[config.mk]
export PLATFORM = sky130hd
export DESIGN_NAME = sfr_core_bank
export DESIGN_NICKNAME = d
export VERILOG_FILES = /design/src/port_slice.v /design/src/sfr_core_bank.v /design/src/xmem_strobe.v
export VERILOG_INCLUDE_DIRS = /design/src
export SDC_FILE = /design/constraint.sdc
export NUM_CORES = 1
export LEC_CHECK = 0
export BUFFER_PORTS_ARGS = -buffer_cell sky130_fd_sc_hd__buf_2
export CAP_MARGIN = 20
export CORE_ASPECT_RATIO = 2
export CORE_UTILIZATION = 50
export CTS_CLUSTER_SIZE = 8
export DETAILED_ROUTE_END_ITERATION = 10
export PLACE_DENSITY_LB_ADDON = 0.12
export SKIP_LAST_GASP = 1
export SYNTH_ARGS = -nofsm -noshare
export SYNTH_HDL_FRONTEND = slang
export SYNTH_HIERARCHICAL = 1
export SYNTH_SLANG_ARGS = --single-unit
[constraint.sdc]
create_clock -name i_clock -period 5.6 [get_ports i_clock]
set_clock_uncertainty 0.15 [all_clocks]
set_input_delay 0.28 -clock i_clock [delete_from_list [all_inputs] [get_ports i_clock]]
set_output_delay 0.28 -clock i_clock [all_outputs]
set_load 0.005 [all_outputs]
[src/sfr_core_map.vh]
// Purpose: Addresses, field positions, reset values and timing counts of the core register bank
// Assumes: Eight-bit special register address space, one processor clock
// Notes: Included by every design file of the bank
`ifndef SFR_CORE_MAP_VH
`define SFR_CORE_MAP_VH

// Register addresses
`define ADDR_PORT0_LATCH 8'h80
`define ADDR_STACK_POINTER 8'h81
`define ADDR_POINTER0_LOW 8'h82
`define ADDR_POINTER0_HIGH 8'h83
`define ADDR_POINTER1_LOW 8'h84
`define ADDR_POINTER1_HIGH 8'h85
`define ADDR_STRETCH_CONTROL 8'h8e
`define ADDR_PORT1_LATCH 8'h90
`define ADDR_PORT1_DIRECTION 8'h91
`define ADDR_PORT2_LATCH 8'ha0
`define ADDR_PORT2_DIRECTION 8'ha1
`define ADDR_PORT0_DIRECTION 8'ha2
`define ADDR_STATUS_WORD 8'hd0

// Status word field positions
`define SW_CARRY 7
`define SW_AUX_CARRY 6
`define SW_USER_ZERO 5
`define SW_BANK_HIGH 4
`define SW_BANK_LOW 3
`define SW_OVERFLOW 2
`define SW_USER_ONE 1
`define SW_PARITY 0

// Reset values
`define RST_STACK_POINTER 8'h07
`define RST_PROGRAM_COUNTER 16'h0000
`define RST_PORT_LATCH 8'hff
`define RST_PORT_DIRECTION 8'h00
`define RST_POINTER 8'h00
`define RST_STATUS_WORD 8'h00
`define RST_STRETCH 3'h1
`define STRETCH_MSB 2

// Strobe width offsets in processor cycles
`define RD_EXTRA 4'h1
`define WR_ADDR_EXTRA 4'h2
`define WR_STROBE_MIN 4'h1

`endif

[src/port_slice.v]
// Purpose: One bidirectional eight-bit port: latch drive, direction, pin read
// Assumes: Pin input comes from outside the clock domain
// Notes: Read value passes a two-stage synchroniser
`timescale 1ns/10ps
`include "sfr_core_map.vh"

module port_slice
(
  input wire i_clock,
  input wire i_rst,
  input wire i_latch_we,
  input wire i_dir_we,
  input wire [7:0] i_wdata,
  input wire [7:0] i_pin_in,
  output wire [7:0] o_pin_out,
  output wire [7:0] o_pin_oe,
  output wire [7:0] o_latch,
  output wire [7:0] o_direction,
  output wire [7:0] o_pin_state
);

  reg [7:0] latch_reg; // Output latch
  reg [7:0] dir_reg; // Direction, 1 means output
  reg [7:0] sync1_reg; // First synchroniser stage
  reg [7:0] sync2_reg; // Second synchroniser stage

  // Latch, direction and pin synchroniser
  always @(posedge i_clock)
  begin
    if (i_rst)
    begin
      latch_reg <= `RST_PORT_LATCH;
      dir_reg <= `RST_PORT_DIRECTION;
      sync1_reg <= 8'h00;
      sync2_reg <= 8'h00;
    end
    else
    begin
      if (i_latch_we)
        latch_reg <= i_wdata;
      if (i_dir_we)
        dir_reg <= i_wdata;
      sync1_reg <= i_pin_in;
      sync2_reg <= sync1_reg; // RL12
    end
  end

  assign o_pin_out = latch_reg; // RL10
  assign o_pin_oe = dir_reg; // RL11
  assign o_latch = latch_reg;
  assign o_direction = dir_reg;
  assign o_pin_state = sync2_reg; // RL12

endmodule // port_slice

[src/sfr_core_bank.v]
// Purpose: Core special registers, three ports and stretched external moves
// Assumes: Instruction engine drives the register port and control pulses
// Notes: Register reads are registered, one cycle after the read strobe
`timescale 1ns/10ps
`include "sfr_core_map.vh"

// Contract
// [RL1] Status word flags at bits 7,6,5,2,1
// [RL2] Bits 4:3 select working register bank
// [RL3] Bit 0 shows accumulator odd parity
// [RL4] Stack pointer resets to 0x07
// [RL5] Stack pointer increments before each push/call
// [RL6] Two 16-bit pointers at 0x82..0x85
// [RL7] Pointer bytes separately writable; supply move addresses
// [RL8] Program counter 16 bits, resets zero
// [RL9] Counter advances on opcode and operand fetch
// [RL10] Port latches drive the matching pins
// [RL11] Direction bit one makes pin output
// [RL12] Port reads return actual pin state
// [RL13] Stretch field bits 2:0 sets wait cycles
// [RL14] Stretch field resets to one
// [RL15] Read strobes last stretch plus one
// [RL16] Write: address s+2, strobe s (min 1)
module sfr_core_bank
(
  input wire i_clock,
  input wire i_rst,
  input wire [7:0] i_sfr_addr,
  input wire [7:0] i_sfr_wdata,
  input wire i_sfr_we,
  input wire i_sfr_re,
  output reg [7:0] o_sfr_rdata,
  input wire [7:0] i_accumulator,
  input wire i_flags_we,
  input wire [7:0] i_flags_data,
  input wire i_stack_push,
  input wire i_stack_pop,
  output wire [7:0] o_stack_addr,
  input wire i_opcode_fetch,
  input wire i_operand_fetch,
  input wire i_pc_load,
  input wire [15:0] i_pc_target,
  output wire [15:0] o_program_counter,
  input wire i_pointer_select,
  input wire i_pointer_inc,
  output wire [15:0] o_data_pointer,
  output wire [4:0] o_bank_base,
  input wire i_xmem_start,
  input wire i_xmem_write,
  output wire o_xmem_busy,
  output wire [15:0] o_xmem_addr,
  output wire o_addr_valid,
  output wire o_read_strobe,
  output wire o_write_strobe,
  input wire [7:0] i_port0_in,
  output wire [7:0] o_port0_out,
  output wire [7:0] o_port0_oe,
  input wire [7:0] i_port1_in,
  output wire [7:0] o_port1_out,
  output wire [7:0] o_port1_oe,
  input wire [7:0] i_port2_in,
  output wire [7:0] o_port2_out,
  output wire [7:0] o_port2_oe
);

  // Architectural registers; each is written by one process only
  reg [7:0] status_reg; // Status word bits 7:1 (bit 0 derived)
  reg [7:0] stack_pointer_reg; // Stack pointer
  reg [7:0] ptr0_low_reg; // Pointer zero low byte
  reg [7:0] ptr0_high_reg; // Pointer zero high byte
  reg [7:0] ptr1_low_reg; // Pointer one low byte
  reg [7:0] ptr1_high_reg; // Pointer one high byte
  reg [15:0] program_counter_reg; // Program counter
  reg [2:0] stretch_reg; // Memory stretch field
  reg [15:0] xmem_addr_reg; // Address held for the move
  reg [7:0] rdata_next; // Read mux result
  // Derived values and submodule outputs
  wire parity_bit; // Accumulator parity
  wire [7:0] status_word; // Status word as seen
  wire [15:0] ptr0_word; // Pointer zero
  wire [15:0] ptr1_word; // Pointer one
  wire [15:0] ptr_inc; // Selected pointer plus one
  wire [7:0] p0_dir, p1_dir, p2_dir; // Port directions
  wire [7:0] p0_pin, p1_pin, p2_pin; // Synchronised pins
  wire wr; // Register write strobe

  // Combinational views; parity is never stored, so it tracks the
  // accumulator in the same cycle that the engine changes it
  assign wr = i_sfr_we;
  assign parity_bit = ^i_accumulator; // RL3
  assign status_word = {status_reg[7:1], parity_bit}; // RL1
  assign ptr0_word = {ptr0_high_reg, ptr0_low_reg}; // RL6
  assign ptr1_word = {ptr1_high_reg, ptr1_low_reg}; // RL6
  assign o_data_pointer = i_pointer_select ? ptr1_word : ptr0_word; // RL7
  assign ptr_inc = o_data_pointer + 16'h0001;
  // Bank base is the first byte of the selected eight-byte bank
  assign o_bank_base = {status_reg[`SW_BANK_HIGH], status_reg[`SW_BANK_LOW], 3'b000}; // RL2
  assign o_stack_addr = stack_pointer_reg;
  assign o_program_counter = program_counter_reg;
  assign o_xmem_addr = xmem_addr_reg;

  // Status word: flag updates from the engine, software write wins
  // Bit 0 is stored as zero; reads substitute the live parity
  always @(posedge i_clock)
  begin
    if (i_rst)
      status_reg <= `RST_STATUS_WORD;
    else if (wr && i_sfr_addr == `ADDR_STATUS_WORD)
      status_reg <= {i_sfr_wdata[7:1], 1'b0}; // RL1
    else if (i_flags_we)
      status_reg <= {i_flags_data[7:1], 1'b0}; // RL1
  end

  // Stack pointer: pre-increment on push, decrement on pop
  // A push and a pop in one cycle resolve as a push
  always @(posedge i_clock)
  begin
    if (i_rst)
      stack_pointer_reg <= `RST_STACK_POINTER; // RL4
    else if (wr && i_sfr_addr == `ADDR_STACK_POINTER)
      stack_pointer_reg <= i_sfr_wdata;
    else if (i_stack_push)
      stack_pointer_reg <= stack_pointer_reg + 8'h01; // RL5
    else if (i_stack_pop)
      stack_pointer_reg <= stack_pointer_reg - 8'h01;
  end

  // Data pointers: byte writes, or increment of the selected one
  // A byte write in the same cycle as an increment keeps the written byte
  always @(posedge i_clock)
  begin
    if (i_rst)
    begin
      ptr0_low_reg <= `RST_POINTER;
      ptr0_high_reg <= `RST_POINTER;
      ptr1_low_reg <= `RST_POINTER;
      ptr1_high_reg <= `RST_POINTER;
    end
    else if (wr)
    begin
      if (i_sfr_addr == `ADDR_POINTER0_LOW)
        ptr0_low_reg <= i_sfr_wdata; // RL7
      else if (i_sfr_addr == `ADDR_POINTER0_HIGH)
        ptr0_high_reg <= i_sfr_wdata; // RL7
      else if (i_sfr_addr == `ADDR_POINTER1_LOW)
        ptr1_low_reg <= i_sfr_wdata; // RL7
      else if (i_sfr_addr == `ADDR_POINTER1_HIGH)
        ptr1_high_reg <= i_sfr_wdata; // RL7
    end
    else if (i_pointer_inc)
    begin
      // Carry from the low byte ripples into the high byte
      if (i_pointer_select)
      begin
        ptr1_low_reg <= ptr_inc[7:0];
        ptr1_high_reg <= ptr_inc[15:8];
      end
      else
      begin
        ptr0_low_reg <= ptr_inc[7:0];
        ptr0_high_reg <= ptr_inc[15:8];
      end
    end
  end

  // Program counter: load for jumps, else advance per fetch
  // A load in the same cycle as a fetch takes the target, not target plus one
  always @(posedge i_clock)
  begin
    if (i_rst)
      program_counter_reg <= `RST_PROGRAM_COUNTER; // RL8
    else if (i_pc_load)
      program_counter_reg <= i_pc_target;
    else if (i_opcode_fetch || i_operand_fetch)
      program_counter_reg <= program_counter_reg + 16'h0001; // RL9
  end

  // Stretch field and captured move address
  // The timer reads the field only at a start, so a change made during a
  // move affects the next move, never the one in flight
  always @(posedge i_clock)
  begin
    if (i_rst)
    begin
      stretch_reg <= `RST_STRETCH; // RL14
      xmem_addr_reg <= 16'h0000;
    end
    else
    begin
      if (wr && i_sfr_addr == `ADDR_STRETCH_CONTROL)
        stretch_reg <= i_sfr_wdata[`STRETCH_MSB:0]; // RL13
      if (i_xmem_start && !o_xmem_busy)
        xmem_addr_reg <= o_data_pointer; // RL7
    end
  end

  // External move strobe timer
  // A start while busy is ignored here and by the address capture above
  xmem_strobe u_xmem
  (
    .i_clock(i_clock),
    .i_rst(i_rst),
    .i_start(i_xmem_start),
    .i_write(i_xmem_write),
    .i_stretch(stretch_reg), // RL13
    .o_busy(o_xmem_busy),
    .o_addr_valid(o_addr_valid),
    .o_read_strobe(o_read_strobe),
    .o_write_strobe(o_write_strobe)
  );

  // Latch copies are not read back: port addresses return the pins
  // Port 0
  port_slice u_port0
  (
    .i_clock(i_clock),
    .i_rst(i_rst),
    .i_latch_we(wr && i_sfr_addr == `ADDR_PORT0_LATCH),
    .i_dir_we(wr && i_sfr_addr == `ADDR_PORT0_DIRECTION), // RL11
    .i_wdata(i_sfr_wdata),
    .i_pin_in(i_port0_in),
    .o_pin_out(o_port0_out),
    .o_pin_oe(o_port0_oe),
    .o_latch(),
    .o_direction(p0_dir),
    .o_pin_state(p0_pin)
  );

  // Port 1 and port 2 differ from port 0 only in their addresses
  // Port 1
  port_slice u_port1
  (
    .i_clock(i_clock),
    .i_rst(i_rst),
    .i_latch_we(wr && i_sfr_addr == `ADDR_PORT1_LATCH),
    .i_dir_we(wr && i_sfr_addr == `ADDR_PORT1_DIRECTION), // RL11
    .i_wdata(i_sfr_wdata),
    .i_pin_in(i_port1_in),
    .o_pin_out(o_port1_out),
    .o_pin_oe(o_port1_oe),
    .o_latch(),
    .o_direction(p1_dir),
    .o_pin_state(p1_pin)
  );

  // Port 2
  port_slice u_port2
  (
    .i_clock(i_clock),
    .i_rst(i_rst),
    .i_latch_we(wr && i_sfr_addr == `ADDR_PORT2_LATCH),
    .i_dir_we(wr && i_sfr_addr == `ADDR_PORT2_DIRECTION), // RL11
    .i_wdata(i_sfr_wdata),
    .i_pin_in(i_port2_in),
    .o_pin_out(o_port2_out),
    .o_pin_oe(o_port2_oe),
    .o_latch(),
    .o_direction(p2_dir),
    .o_pin_state(p2_pin)
  );

  // Read decode; unmapped addresses read zero
  // Pin values reach this mux two edges after they change at the pins
  always @*
  begin
    rdata_next = 8'h00;
    if (i_sfr_addr == `ADDR_PORT0_LATCH)
      rdata_next = p0_pin; // RL12
    else if (i_sfr_addr == `ADDR_PORT1_LATCH)
      rdata_next = p1_pin; // RL12
    else if (i_sfr_addr == `ADDR_PORT2_LATCH)
      rdata_next = p2_pin; // RL12
    else if (i_sfr_addr == `ADDR_PORT0_DIRECTION)
      rdata_next = p0_dir;
    else if (i_sfr_addr == `ADDR_PORT1_DIRECTION)
      rdata_next = p1_dir;
    else if (i_sfr_addr == `ADDR_PORT2_DIRECTION)
      rdata_next = p2_dir;
    else if (i_sfr_addr == `ADDR_STACK_POINTER)
      rdata_next = stack_pointer_reg;
    else if (i_sfr_addr == `ADDR_POINTER0_LOW)
      rdata_next = ptr0_low_reg;
    else if (i_sfr_addr == `ADDR_POINTER0_HIGH)
      rdata_next = ptr0_high_reg;
    else if (i_sfr_addr == `ADDR_POINTER1_LOW)
      rdata_next = ptr1_low_reg;
    else if (i_sfr_addr == `ADDR_POINTER1_HIGH)
      rdata_next = ptr1_high_reg;
    else if (i_sfr_addr == `ADDR_STRETCH_CONTROL)
      rdata_next = {5'b00000, stretch_reg};
    else if (i_sfr_addr == `ADDR_STATUS_WORD)
      rdata_next = status_word; // RL3
  end

  // Registered read data
  // Data stands until the next read strobe, so a late look still sees it
  always @(posedge i_clock)
  begin
    if (i_rst)
      o_sfr_rdata <= 8'h00;
    else if (i_sfr_re)
      o_sfr_rdata <= rdata_next;
  end

endmodule // sfr_core_bank

[src/xmem_strobe.v]
// Purpose: Times the external data memory strobes from the stretch value
// Assumes: Start is a one-cycle pulse while idle
// Notes: Address strobe opens with the data strobe
`timescale 1ns/10ps
`include "sfr_core_map.vh"

module xmem_strobe
(
  input wire i_clock,
  input wire i_rst,
  input wire i_start,
  input wire i_write,
  input wire [2:0] i_stretch,
  output wire o_busy,
  output reg o_addr_valid,
  output reg o_read_strobe,
  output reg o_write_strobe
);

  reg [3:0] addr_cnt_reg; // Address strobe cycles left
  reg [3:0] data_cnt_reg; // Data strobe cycles left
  reg write_reg; // Current move is a write
  wire [3:0] stretch_w; // Stretch widened
  wire [3:0] wr_width; // Write strobe width

  assign stretch_w = {1'b0, i_stretch};
  assign wr_width = (stretch_w == 4'h0) ? `WR_STROBE_MIN : stretch_w; // RL16
  assign o_busy = (addr_cnt_reg != 4'h0);

  // Strobe counters
  always @(posedge i_clock)
  begin
    if (i_rst)
    begin
      addr_cnt_reg <= 4'h0;
      data_cnt_reg <= 4'h0;
      write_reg <= 1'b0;
      o_addr_valid <= 1'b0;
      o_read_strobe <= 1'b0;
      o_write_strobe <= 1'b0;
    end
    else if (i_start && !o_busy)
    begin
      write_reg <= i_write;
      o_addr_valid <= 1'b1;
      if (i_write)
      begin
        addr_cnt_reg <= stretch_w + `WR_ADDR_EXTRA; // RL16
        data_cnt_reg <= wr_width;
        o_write_strobe <= 1'b1;
      end
      else
      begin
        addr_cnt_reg <= stretch_w + `RD_EXTRA; // RL15
        data_cnt_reg <= stretch_w + `RD_EXTRA; // RL15
        o_read_strobe <= 1'b1;
      end
    end
    else
    begin
      if (addr_cnt_reg != 4'h0)
        addr_cnt_reg <= addr_cnt_reg - 4'h1;
      if (data_cnt_reg != 4'h0)
        data_cnt_reg <= data_cnt_reg - 4'h1;
      o_addr_valid <= (addr_cnt_reg > 4'h1);
      o_read_strobe <= !write_reg && (data_cnt_reg > 4'h1);
      o_write_strobe <= write_reg && (data_cnt_reg > 4'h1);
    end
  end

endmodule // xmem_strobe
-- After elaboration in Yosys (flattened, before gate mapping)
Index checks and enable logic that the tools add are counted.
W data, S select, Z words.
- input bits: 86
- register bits: 198
- word-level logic and storage cells: 146
- bits in writable memories: 0
- memories kept: 0
- latch bits: 0
- bits in read-only memories: 0
- eq/ne operators: 23
- add/subtract/negate cells: 8
- div/mod/pow operators: 0
- multiplexer cells: 55
- magnitude comparators: 2
- bitwise operators: 0
- shifts and indexed selects: 0
- reductions and logical operators: 30
- multipliers: 0
- operators with widths (operator ; count):
    $mux W8 ; 40
    $eq A8 B8 Y1 const B ; 13
    $mux W16 ; 3
    $add A16 B1 Y16 const B ; 2
    $mux W4 ; 6
    $logic_and A1 B1 Y1 ; 12
    $ne A2 B2 Y1 const B ; 6
    $reduce_bool A2 Y1 ; 6
    $add A8 B1 Y8 const B ; 1
    $gt A4 B1 Y1 const B ; 2
    $ne A2 B1 Y1 const B ; 4
    $reduce_bool A4 Y1 ; 2
    $reduce_xor A8 Y1 ; 1
    $sub A4 B1 Y4 const B ; 2
    $sub A8 B1 Y8 const B ; 1
    $reduce_and A6 Y1 ; 1
    $mux W1 ; 5
    $reduce_and A5 Y1 ; 1
    $add A3 B1 Y4 const B ; 1
    $add A3 B2 Y4 const B ; 1
    $logic_not A4 Y1 ; 1
    $reduce_and A4 Y1 ; 1
    $mux W3 ; 1
    $reduce_and A3 Y1 ; 1
    other kinds (3) ; 4

-- Logic depth before layout (Yosys ltp)
Gate-level depths: netlist (run 1).
- depth in word-level cells: 14
- depth in mapped cells: 9
- mapped depth without buffers: 8

-- Modules after synthesis
Netlist (run 1), hierarchy kept.
- by module, submodules not included (module ; sequential area each (sq um) ; cells each ; area an instance (sq um) ; instances):
    sfr_core_bank ; 1801.7 ; 769 ; 6038.3 ; 1
    port_slice ; 640.6 ; 101 ; 1132.3 ; 3
    xmem_strobe ; 240.2 ; 92 ; 749.5 ; 1

-- Least setup slack after synthesis (run 1)
No wires, ideal clock.
- kind: input port to flip-flop
- start: input port i_pointer_select
- end: register ptr0_high_reg[6]
- required time: 5.316 ns
- buffers on the path: 2
- path slack: 3.097 ns
- setup time: 0.134 ns
- stages on the path: 9
- arrival: 2.219 ns
- path through: buf_2 -> buf_1 -> mux2_2 -> ha_1 -> and2_0 -> nand4_1 -> nor3_1 -> a221oi_1 -> a211oi_1
- cells in the longest elaborated chain, start to end: 5
- elaborated cells between the ends (all ways): 7
- classes of those cells: add/sub (1); eq/ne (1); mux (4); reduce/logical (1)
- RTL lines (what ; RTL line ; RTL):
    start, declared ; sfr_core_bank.v:44 ; input wire i_pointer_select,
    $mux W16 ; sfr_core_bank.v:94 ; assign o_data_pointer = i_pointer_select ? ptr1_word : ptr0_word;
    named net o_data_pointer[0] ; sfr_core_bank.v:46 ; output wire [15:0] o_data_pointer,
    $add A16 B1 Y16 ; sfr_core_bank.v:95 ; assign ptr_inc = o_data_pointer + 16'h0001;
    $mux W8 ; sfr_core_bank.v:153 ; if (i_pointer_select)
    $mux W8 ; sfr_core_bank.v:150 ; else if (i_pointer_inc)
    $mux W8 ; sfr_core_bank.v:139 ; else if (wr)
    end signal, assigned ; sfr_core_bank.v:135 ; ptr0_high_reg <= `RST_POINTER;
    end signal, assigned ; sfr_core_bank.v:144 ; ptr0_high_reg <= i_sfr_wdata;
    end signal, assigned ; sfr_core_bank.v:161 ; ptr0_high_reg <= ptr_inc[15:8];
    end, declared ; sfr_core_bank.v:70 ; reg [7:0] ptr0_high_reg;
The timed path passes the listed nets, and every way through them passes these cells. The select of a mux whose other input is x is not followed.
A chain may end at the register's enable or synchronous reset.

-- Worst setup path in the final report (run 1)
- start: input port i_sfr_addr[0]
- end: register o_sfr_rdata[1]
- cells in the longest elaborated chain, start to end: 14
- elaborated cells between the ends (all ways): 26
- classes of those cells: eq/ne (13); mux (13)
- RTL lines (what ; RTL line ; RTL):
    start, declared ; sfr_core_bank.v:28 ; input wire [7:0] i_sfr_addr,
    $eq A8 B8 Y1 (no line) ; -- ;
    $mux W8 ; sfr_core_bank.v:291 ; else if (i_sfr_addr == `ADDR_STATUS_WORD)
    $mux W8 ; sfr_core_bank.v:289 ; else if (i_sfr_addr == `ADDR_STRETCH_CONTROL)
    $mux W8 ; sfr_core_bank.v:287 ; else if (i_sfr_addr == `ADDR_POINTER1_HIGH)
    $mux W8 ; sfr_core_bank.v:285 ; else if (i_sfr_addr == `ADDR_POINTER1_LOW)
    $mux W8 ; sfr_core_bank.v:283 ; else if (i_sfr_addr == `ADDR_POINTER0_HIGH)
    $mux W8 ; sfr_core_bank.v:281 ; else if (i_sfr_addr == `ADDR_POINTER0_LOW)
    $mux W8 ; sfr_core_bank.v:279 ; else if (i_sfr_addr == `ADDR_STACK_POINTER)
    $mux W8 ; sfr_core_bank.v:277 ; else if (i_sfr_addr == `ADDR_PORT2_DIRECTION)
    $mux W8 ; sfr_core_bank.v:275 ; else if (i_sfr_addr == `ADDR_PORT1_DIRECTION)
    $mux W8 ; sfr_core_bank.v:273 ; else if (i_sfr_addr == `ADDR_PORT0_DIRECTION)
    $mux W8 ; sfr_core_bank.v:271 ; else if (i_sfr_addr == `ADDR_PORT2_LATCH)
    $mux W8 ; sfr_core_bank.v:269 ; else if (i_sfr_addr == `ADDR_PORT1_LATCH)
    $mux W8 (*) ; sfr_core_bank.v:267 ; if (i_sfr_addr == `ADDR_PORT0_LATCH)
    end signal, assigned ; sfr_core_bank.v:302 ; o_sfr_rdata <= rdata_next;
    end, declared ; sfr_core_bank.v:32 ; output reg [7:0] o_sfr_rdata,
Mark *: on every way between the ends. The rest lies on a longest branch, timed or not.

==> results of run 1 <==
-- power by group --
| part | internal, mW | leakage (nW) | total (mW) | switching (mW) |
|---|---|---|---|---|
| clock network | 0.726 | 0.290 | 1.27 | 0.543 |
| logic | 0.345 | 2.92 | 0.771 | 0.426 |
| registers | 1.53 | 1.62 | 1.63 | 0.103 |
-- logic make-up after synthesis --
kind of cell / count (synthesis) / synth area share
compound gates: 262 / 0.183
xor+xnor: 38 / 0.0327
fa+ha+maj: 16 / 0.0204
buf+inv: 160 / 0.0850
flops: 198 / 0.389
mux: 74 / 0.0742
other cells: 1 / 0.000368
simple gates: 415 / 0.215
-- layout by cell type (no fill, tap or decap), types with 11 or more instances in the layout --
master / instances
nand2_1: 52
mux2i_1: 62
a21oi_1: 49
dfxtp_1: 198
nand4_1: 11
a211oi_1: 57
nor2_1: 149
buf_2: 201
and3_1: 14
nor2b_1: 73
nand2b_1: 14
dlygate4sd3_1: 39
ha_1: 15
nand3_1: 21
o21ai_0: 36
mux2_2: 12
a211o_2: 18
xor2_1: 11
xnor2_1: 27
nor3_1: 19
clkbuf_16: 17
inv_1: 34
-- synthesized netlist by cell type, types with 10 or more instances --
library cell | count | area, um2
nand4_1 | 11 | 68.8
buf_2 | 17 | 85.1
nor3_1 | 19 | 95.1
buf_4 | 55 | 413
a21oi_1 | 49 | 245
nand2b_1 | 14 | 87.6
clkbuf_1 | 43 | 161
a211oi_1 | 57 | 428
inv_1 | 34 | 128
and3_1 | 14 | 87.6
ha_1 | 15 | 188
xor2_1 | 11 | 96.3
nand2_1 | 52 | 195
o21ai_0 | 36 | 180
xnor2_1 | 27 | 236
nand3_1 | 21 | 105
o22ai_1 | 10 | 62.6
dfxtp_1 | 198 | 3960
nor2b_1 | 74 | 463
a221oi_1 | 10 | 87.6
mux2_2 | 12 | 135
a22oi_1 | 10 | 75.1
nor2_1 | 149 | 559
mux2i_1 | 62 | 621
a211o_2 | 18 | 180
nand3b_1 | 10 | 75.1
-- tightest hold or removal path, stage by stage --
cell and delay, ns:
buf_2 0.09, inv_1 0.05, a21oi_1 0.06, o21a_1 0.09
-- worst min path at each step --
stage / startpoint / slack [ns] / depth (start not counted) / to
after detailed placement: u_port2/sync1_reg[0] / 0.27 / 1 / u_port2/o_pin_state[0]
after floorplan: i_rst / 0.20 / 1 / u_port0/o_pin_state[7]
after CTS: i_pc_target[10] / 0.004 / 4 / o_program_counter[10]
after global routing: i_pc_target[10] / 0.03 / 4 / o_program_counter[10]
final: i_pc_target[10] / 0.01 / 4 / o_program_counter[10]
after global placement: u_port0/sync1_reg[1] / 0.27 / 1 / u_port0/o_pin_state[1]
-- cell type report --
type,instances,area [um2],area share
inverters,34,128,0.0108
clock buffers,20,457,0.0385
flip-flops and latches,198,3960,0.334
well taps,262,328,0.0276
clock inverters,10,145,0.0122
multi-input cells,808,5370,0.452
repair buffers,249,1470,0.124
-- metrics by stage --
stage / std cells / setup WS [ns] / utilization
2_1_floorplan: 1166 / 3.10 / -
3_3_place_gp: 1510 / 2.37 / 0.545
3_5_place_dp: 1510 / 2.34 / 0.545
4_1_cts: 1579 / 2.81 / 0.595
5_1_grt: 1581 / 2.43 / 0.596
6_report: 1581 / 2.50 / 0.596
-- routing by layer --
metal  wire, um  GRT usage  vias up
li1           -          -     4379
met1      10800      0.300     4201
met2      16400      0.545      343
met3       1520     0.0472      106
met4       2040      0.208        0
met5          0          0        -
==> impl_results.md, run 1 <==
* Status: complete, no violations
* Setup repair after global routing missed its margin: no
* Routed length per instance at 19.5 um
* Delay contributed by the slowest stage of the critical path at 1.02 ns
* Clock insertion delay at the later pin of the skew report at 0.45 ns
* CP startpoint kind: input pin
* Maximum number of pins on one net before global-route repair at 79
* Placed Area at 10800 um2
* Crit path depth at 7
* Worst slew margin at 0.223
* Sequential area share after synthesis at 0.389
* Number of synthesized flops with an enable pin at 0
* Drt first pass iters at 5
* Maximum capacitance violations at 0
* Number of buffers inserted by hold repair at cts at 39
* Post-synthesis to final-layout area growth at 16.4%
* Cell Pwr Density at 309 nW/um2
* Vias in the first global route at 8587
* Yosys warns at 6
* Pins over their slew limit at 0
* Final Net Count at 1410
* Static Leakage at 4.83 nW
* Proportion of layout cells with a drive suffix above 1 at 0.213
* Critical Path, Cell by Cell: buf_2, nor2b_1, and2_1, o21ai_0, a2111oi_0, o311ai_1, a21oi_1
* Power after layout at 3.67 mW
* Cell family with most CP delay: compound AO/OA/AOI/OAI gates
* Total core area at 19900 um2
* Worst reg2reg path startpoint: u_port0/o_direction[1]
* Capturing element of the worst setup path: o_sfr_rdata[1]
* H-tree level count at 4
* Post-synthesis cell area at 10200 um2
* Main synth FF type: dfxtp_1
* Starting density of the core at 0.511
* Number of buffers inserted by post-CTS setup repair at 0
* Final ANT Viol Nets at 0
* Routability congestion estimate from global placement at 0.993
* Highest achievable clock rate at 323 MHz
* CTS max path bufs at 2
* Final Critical Period at 3.10 ns
* Pin slew with the least headroom to its limit at 1.14 ns
* GR Overflow Total at 0
* Antenna violations before repair at 0
* Final number of hold-violating endpoints at 0
* Vias per Instance at 5.71
* Number of placed I/O pins at 207
* Clock tree from TritonCTS: built
* Hpwl dp at 22300 um
* Post-synthesis cell type count at 80
* Floorplan die area at 21000 um2
* Post-CTS resize count at 0
* Post-Layout Inst Area at 11900 um2
* Sum of negative setup slack at 0 ns
* Cts bufs inserted at 17
* Flop and latch count out of synthesis at 198
* Clock sink total at 198
* Via count at 9029
* Port Buffer Count at 202
* Avg Synthesized Cell Area at 8.75 um2
* Endpoint of the worst-slack reg-to-reg timing path: o_sfr_rdata[1]
* Final clock period utilization by the worst path at 0.553
* Depth of the worst register-to-register path at 6
* Number of standard-cell rows in the floorplan at 73
* Buffers and inverters on the worst path at 1
* Clk root buf: clkbuf_16
* Detailed Route WL at 30800 um
* First-pass GRT wire length at 46500 um
* DRC violations left at 0
* Data required, critical path at 5.83 ns
* Drt initial violations at 602
* GRT Overall Usage at 0.299
* Arr. time, crit path at 3.33 ns
* Share of flip-flops with an asynchronous set or reset after synthesis at 0
* Die X-Extent at 103 um
* Total of endpoints with negative setup slack in the final report at 0
* Sort of element at the end of the critical path: flop
* Vertical die dimension at 204 um
* Worst-path maximum fanout at 32
* Final hold slack at 0.0138 ns
* Worst setup path startpoint: i_sfr_addr[0]
* Setup Crit Path Kind: in -> reg
* Reg-to-reg setup timing slack at 3.10 ns
* Peak supply drop at 0.000243 V
* Fill count at 1870
* Clock input transition at the sequential cells of the worst setup and hold paths at 0.07 ns
* Antenna diode count at 0
* Synthesized netlist cell count at 1164
* CP max stage cell: a2111oi_0
* Min-Delay Path Class: in -> reg
Note: power is estimated with default switching activity, not from simulation.
==> run 2, diff against run 1 <==
- clock period: 5.6 -> 2.76 ns (I/O delays scaled with it)
==> run 2 against run 1 <==
  * Die area unchanged
  * Total power up 100%
  * Sequential share of layout area is 1.2 points lower
  * Flip-flop and latch count unchanged
  * Global-route usage up 0.94 points
  * Utilization is 2.1 points higher
  * Largest power group unchanged
==> impl_results.md, run 2 (same netlist as run 1, synthesis figures left out) <==
* Peak supply drop at 0.000571 V (+140%)
* Final number of hold-violating endpoints at 0 (unchanged)
* Worst slack after detailed placement at 0.239 ns (-2.10 ns)
* Min-delay src: i_pc_load
* H-tree level count at 4 (unchanged)
* Die X-Extent at 103 um (unchanged)
* Routed length per instance at 19.5 um (about the same)
* Clock tree from TritonCTS: built
* Hpwl dp at 22900 um (+2.7%)
* Worst reg2reg path startpoint: o_stack_addr[1]
* Power after layout at 7.46 mW (+100%)
* Drt first pass iters at 5 (unchanged)
* Depth of the worst register-to-register path at 8 (+2)
* Commonest non-fill, non-tap cells in the layout: buf_2 (201), dfxtp_1 (198), nor2_1 (149)
* Clk root buf: clkbuf_16
* Total core area at 19900 um2 (unchanged)
* Endpoint of the worst-slack reg-to-reg timing path: o_stack_addr[6]
* Maximum number of pins on one net before global-route repair at 98 (+24%)
* Vias in the first global route at 8851 (+3.1%)
* Post-Layout Inst Area at 12300 um2 (+3.6%)
* Via count at 9303 (+3.0%)
* Total of endpoints with negative setup slack in the final report at 0 (unchanged)
* Number of standard-cell rows in the floorplan at 73 (unchanged)
* Antenna diode count at 0 (unchanged)
* CP max stage cell: dlygate4sd3_1
* Data required, critical path at 2.95 ns (-2.88 ns)
* Capturing element of the worst setup path: o_stack_addr[6]
* Final Critical Period at 2.66 ns
* CP startpoint kind: flop
* Cts bufs inserted at 17 (unchanged)
* Min-Delay Path Class: in -> reg
* CTS max path bufs at 2 (unchanged)
* Vias per Instance at 5.70 (-0.12%)
* Clock sink total at 198 (unchanged)
* Post-placement cell count at 1534 (+1.6%)
* Cell family with most CP delay: compound AO/OA/AOI/OAI gates
* Maximum capacitance violations at 0 (unchanged)
* Status: complete, no violations
* Crit path depth at 8 (+1)
* Arr. time, crit path at 2.85 ns (-0.48 ns)
* Clock input transition at the sequential cells of the worst setup and hold paths at 0.07 ns (about the same)
* Antenna violations before repair at 0 (unchanged)
* Worst-path maximum fanout at 5 (-84%)
* Delay contributed by the slowest stage of the critical path at 0.59 ns (-0.43 ns)
* Starting density of the core at 0.511 (unchanged)
* GRT Overall Usage at 0.309 (+0.00942)
* Worst slew margin at 0.511 (+0.288)
* Routability congestion estimate from global placement at 0.989 (-0.35%)
* Highest achievable clock rate at 376 MHz
* Static Leakage at 5.04 nW (+4.4%)
* Utilization after layout at 0.617 (+0.0212)
* Pin slew with the least headroom to its limit at 0.733 ns (-0.402 ns)
* Port Buffer Count at 202 (unchanged)
* Setup Crit Path Kind: reg -> reg
* Final non-filler cell total at 1631 (+3.2%)
* DRC violations left at 0 (unchanged)
* Pins over their slew limit at 0 (unchanged)
* Drt initial violations at 436 (-28%)
* Post-synthesis to final-layout area growth at 20.6%
* Setup repair after global routing missed its margin: no
* Worst setup path startpoint: o_stack_addr[1]
* Sum of negative setup slack at 0 ns (unchanged)
* Detailed Route WL at 31700 um (+3.1%)
* Most frequent standard cell in the layout excluding fill and tap cells: buf_2
* Placed Area at 11000 um2 (+1.8%)
* Final Net Count at 1458 (+3.4%)
* Cell Pwr Density at 607 nW/um2 (+96%)
* Clock insertion delay at the later pin of the skew report at 0.45 ns (about the same)
* Final hold slack at 0.0184 ns (+0.00463 ns)
* Number of placed I/O pins at 207 (unchanged)
* Floorplan die area at 21000 um2 (unchanged)
* Buffers and inverters on the worst path at 1 (unchanged)
* GR Overflow Total at 0 (unchanged)
* Final ANT Viol Nets at 0 (unchanged)
* Critical Path, Cell by Cell: fa_1, a21o_1, a21oi_1, nand3b_1, o21ai_0, o22ai_1, a211oi_1, dlygate4sd3_1
* Setup ws final at 0.100 ns (-2.40 ns)
* First-pass GRT wire length at 47800 um (+2.7%)
* Final clock period utilization by the worst path at 0.964
* Reg-to-reg setup timing slack at 0.10 ns (-3.00 ns)
* Proportion of layout cells with a drive suffix above 1 at 0.224 (+0.0105)
* Vertical die dimension at 204 um (unchanged)
* Sort of element at the end of the critical path: flop
run 2: power by group:
group / total (mW) / internal, mW / leakage, nW / switching (mW)
combinational: 1.62 / 0.748 / 3.14 / 0.877
clock: 2.53 / 1.36 / 0.279 / 1.17
sequential: 3.31 / 3.09 / 1.62 / 0.213
run 2: timing repair:
| action | in CTS | in global routing |
|---|---|---|
| hold buffers | 65 | 0 |
| endpoints found under the hold margin | 73 | 0 |
| resized for setup | 0 | 0 |
| setup buffers | 0 | 0 |
run 2: worst min-delay path, delay by kind of cell:
kind / cells / cell delay, ns
buffers and inverters: 1 / 0.22
AND/OR/NAND/NOR: 1 / 0.04
AO/OA/AOI/OAI: 1 / 0.17
run 2: how the worst min path moves through the flow:
stage	slack, ns	endpoint	cells after the start
after detailed placement	0.20	u_port2/sync1_reg[6]	2
after CTS	0.002	stretch_reg[1]	3
after global routing	0.01	stretch_reg[1]	3
final	0.02	o_program_counter[9]	3
after global placement	0.20	u_port2/sync1_reg[2]	2
after floorplan	0.06	u_port0/o_pin_state[7]	1
run 2: final cells by class:
type | instances | area [um2]
Clock inverter | 15 | 168
Clock buffer | 17 | 425
Multi-Input combinational cell | 808 | 5370
Tap cell | 262 | 328
Sequential cell | 198 | 3960
Inverter | 34 | 128
Fill cell | 1816 | 7630
Timing Repair Buffer | 297 | 1910
run 2: per-layer routing:
| layer | track usage | wire [um] |
|---|---|---|
| met5 | 0 | 0 |
| met2 | 0.563 | 16900 |
| met3 | 0.0492 | 1430 |
| met4 | 0.221 | 2230 |
| met1 | 0.306 | 11100 |
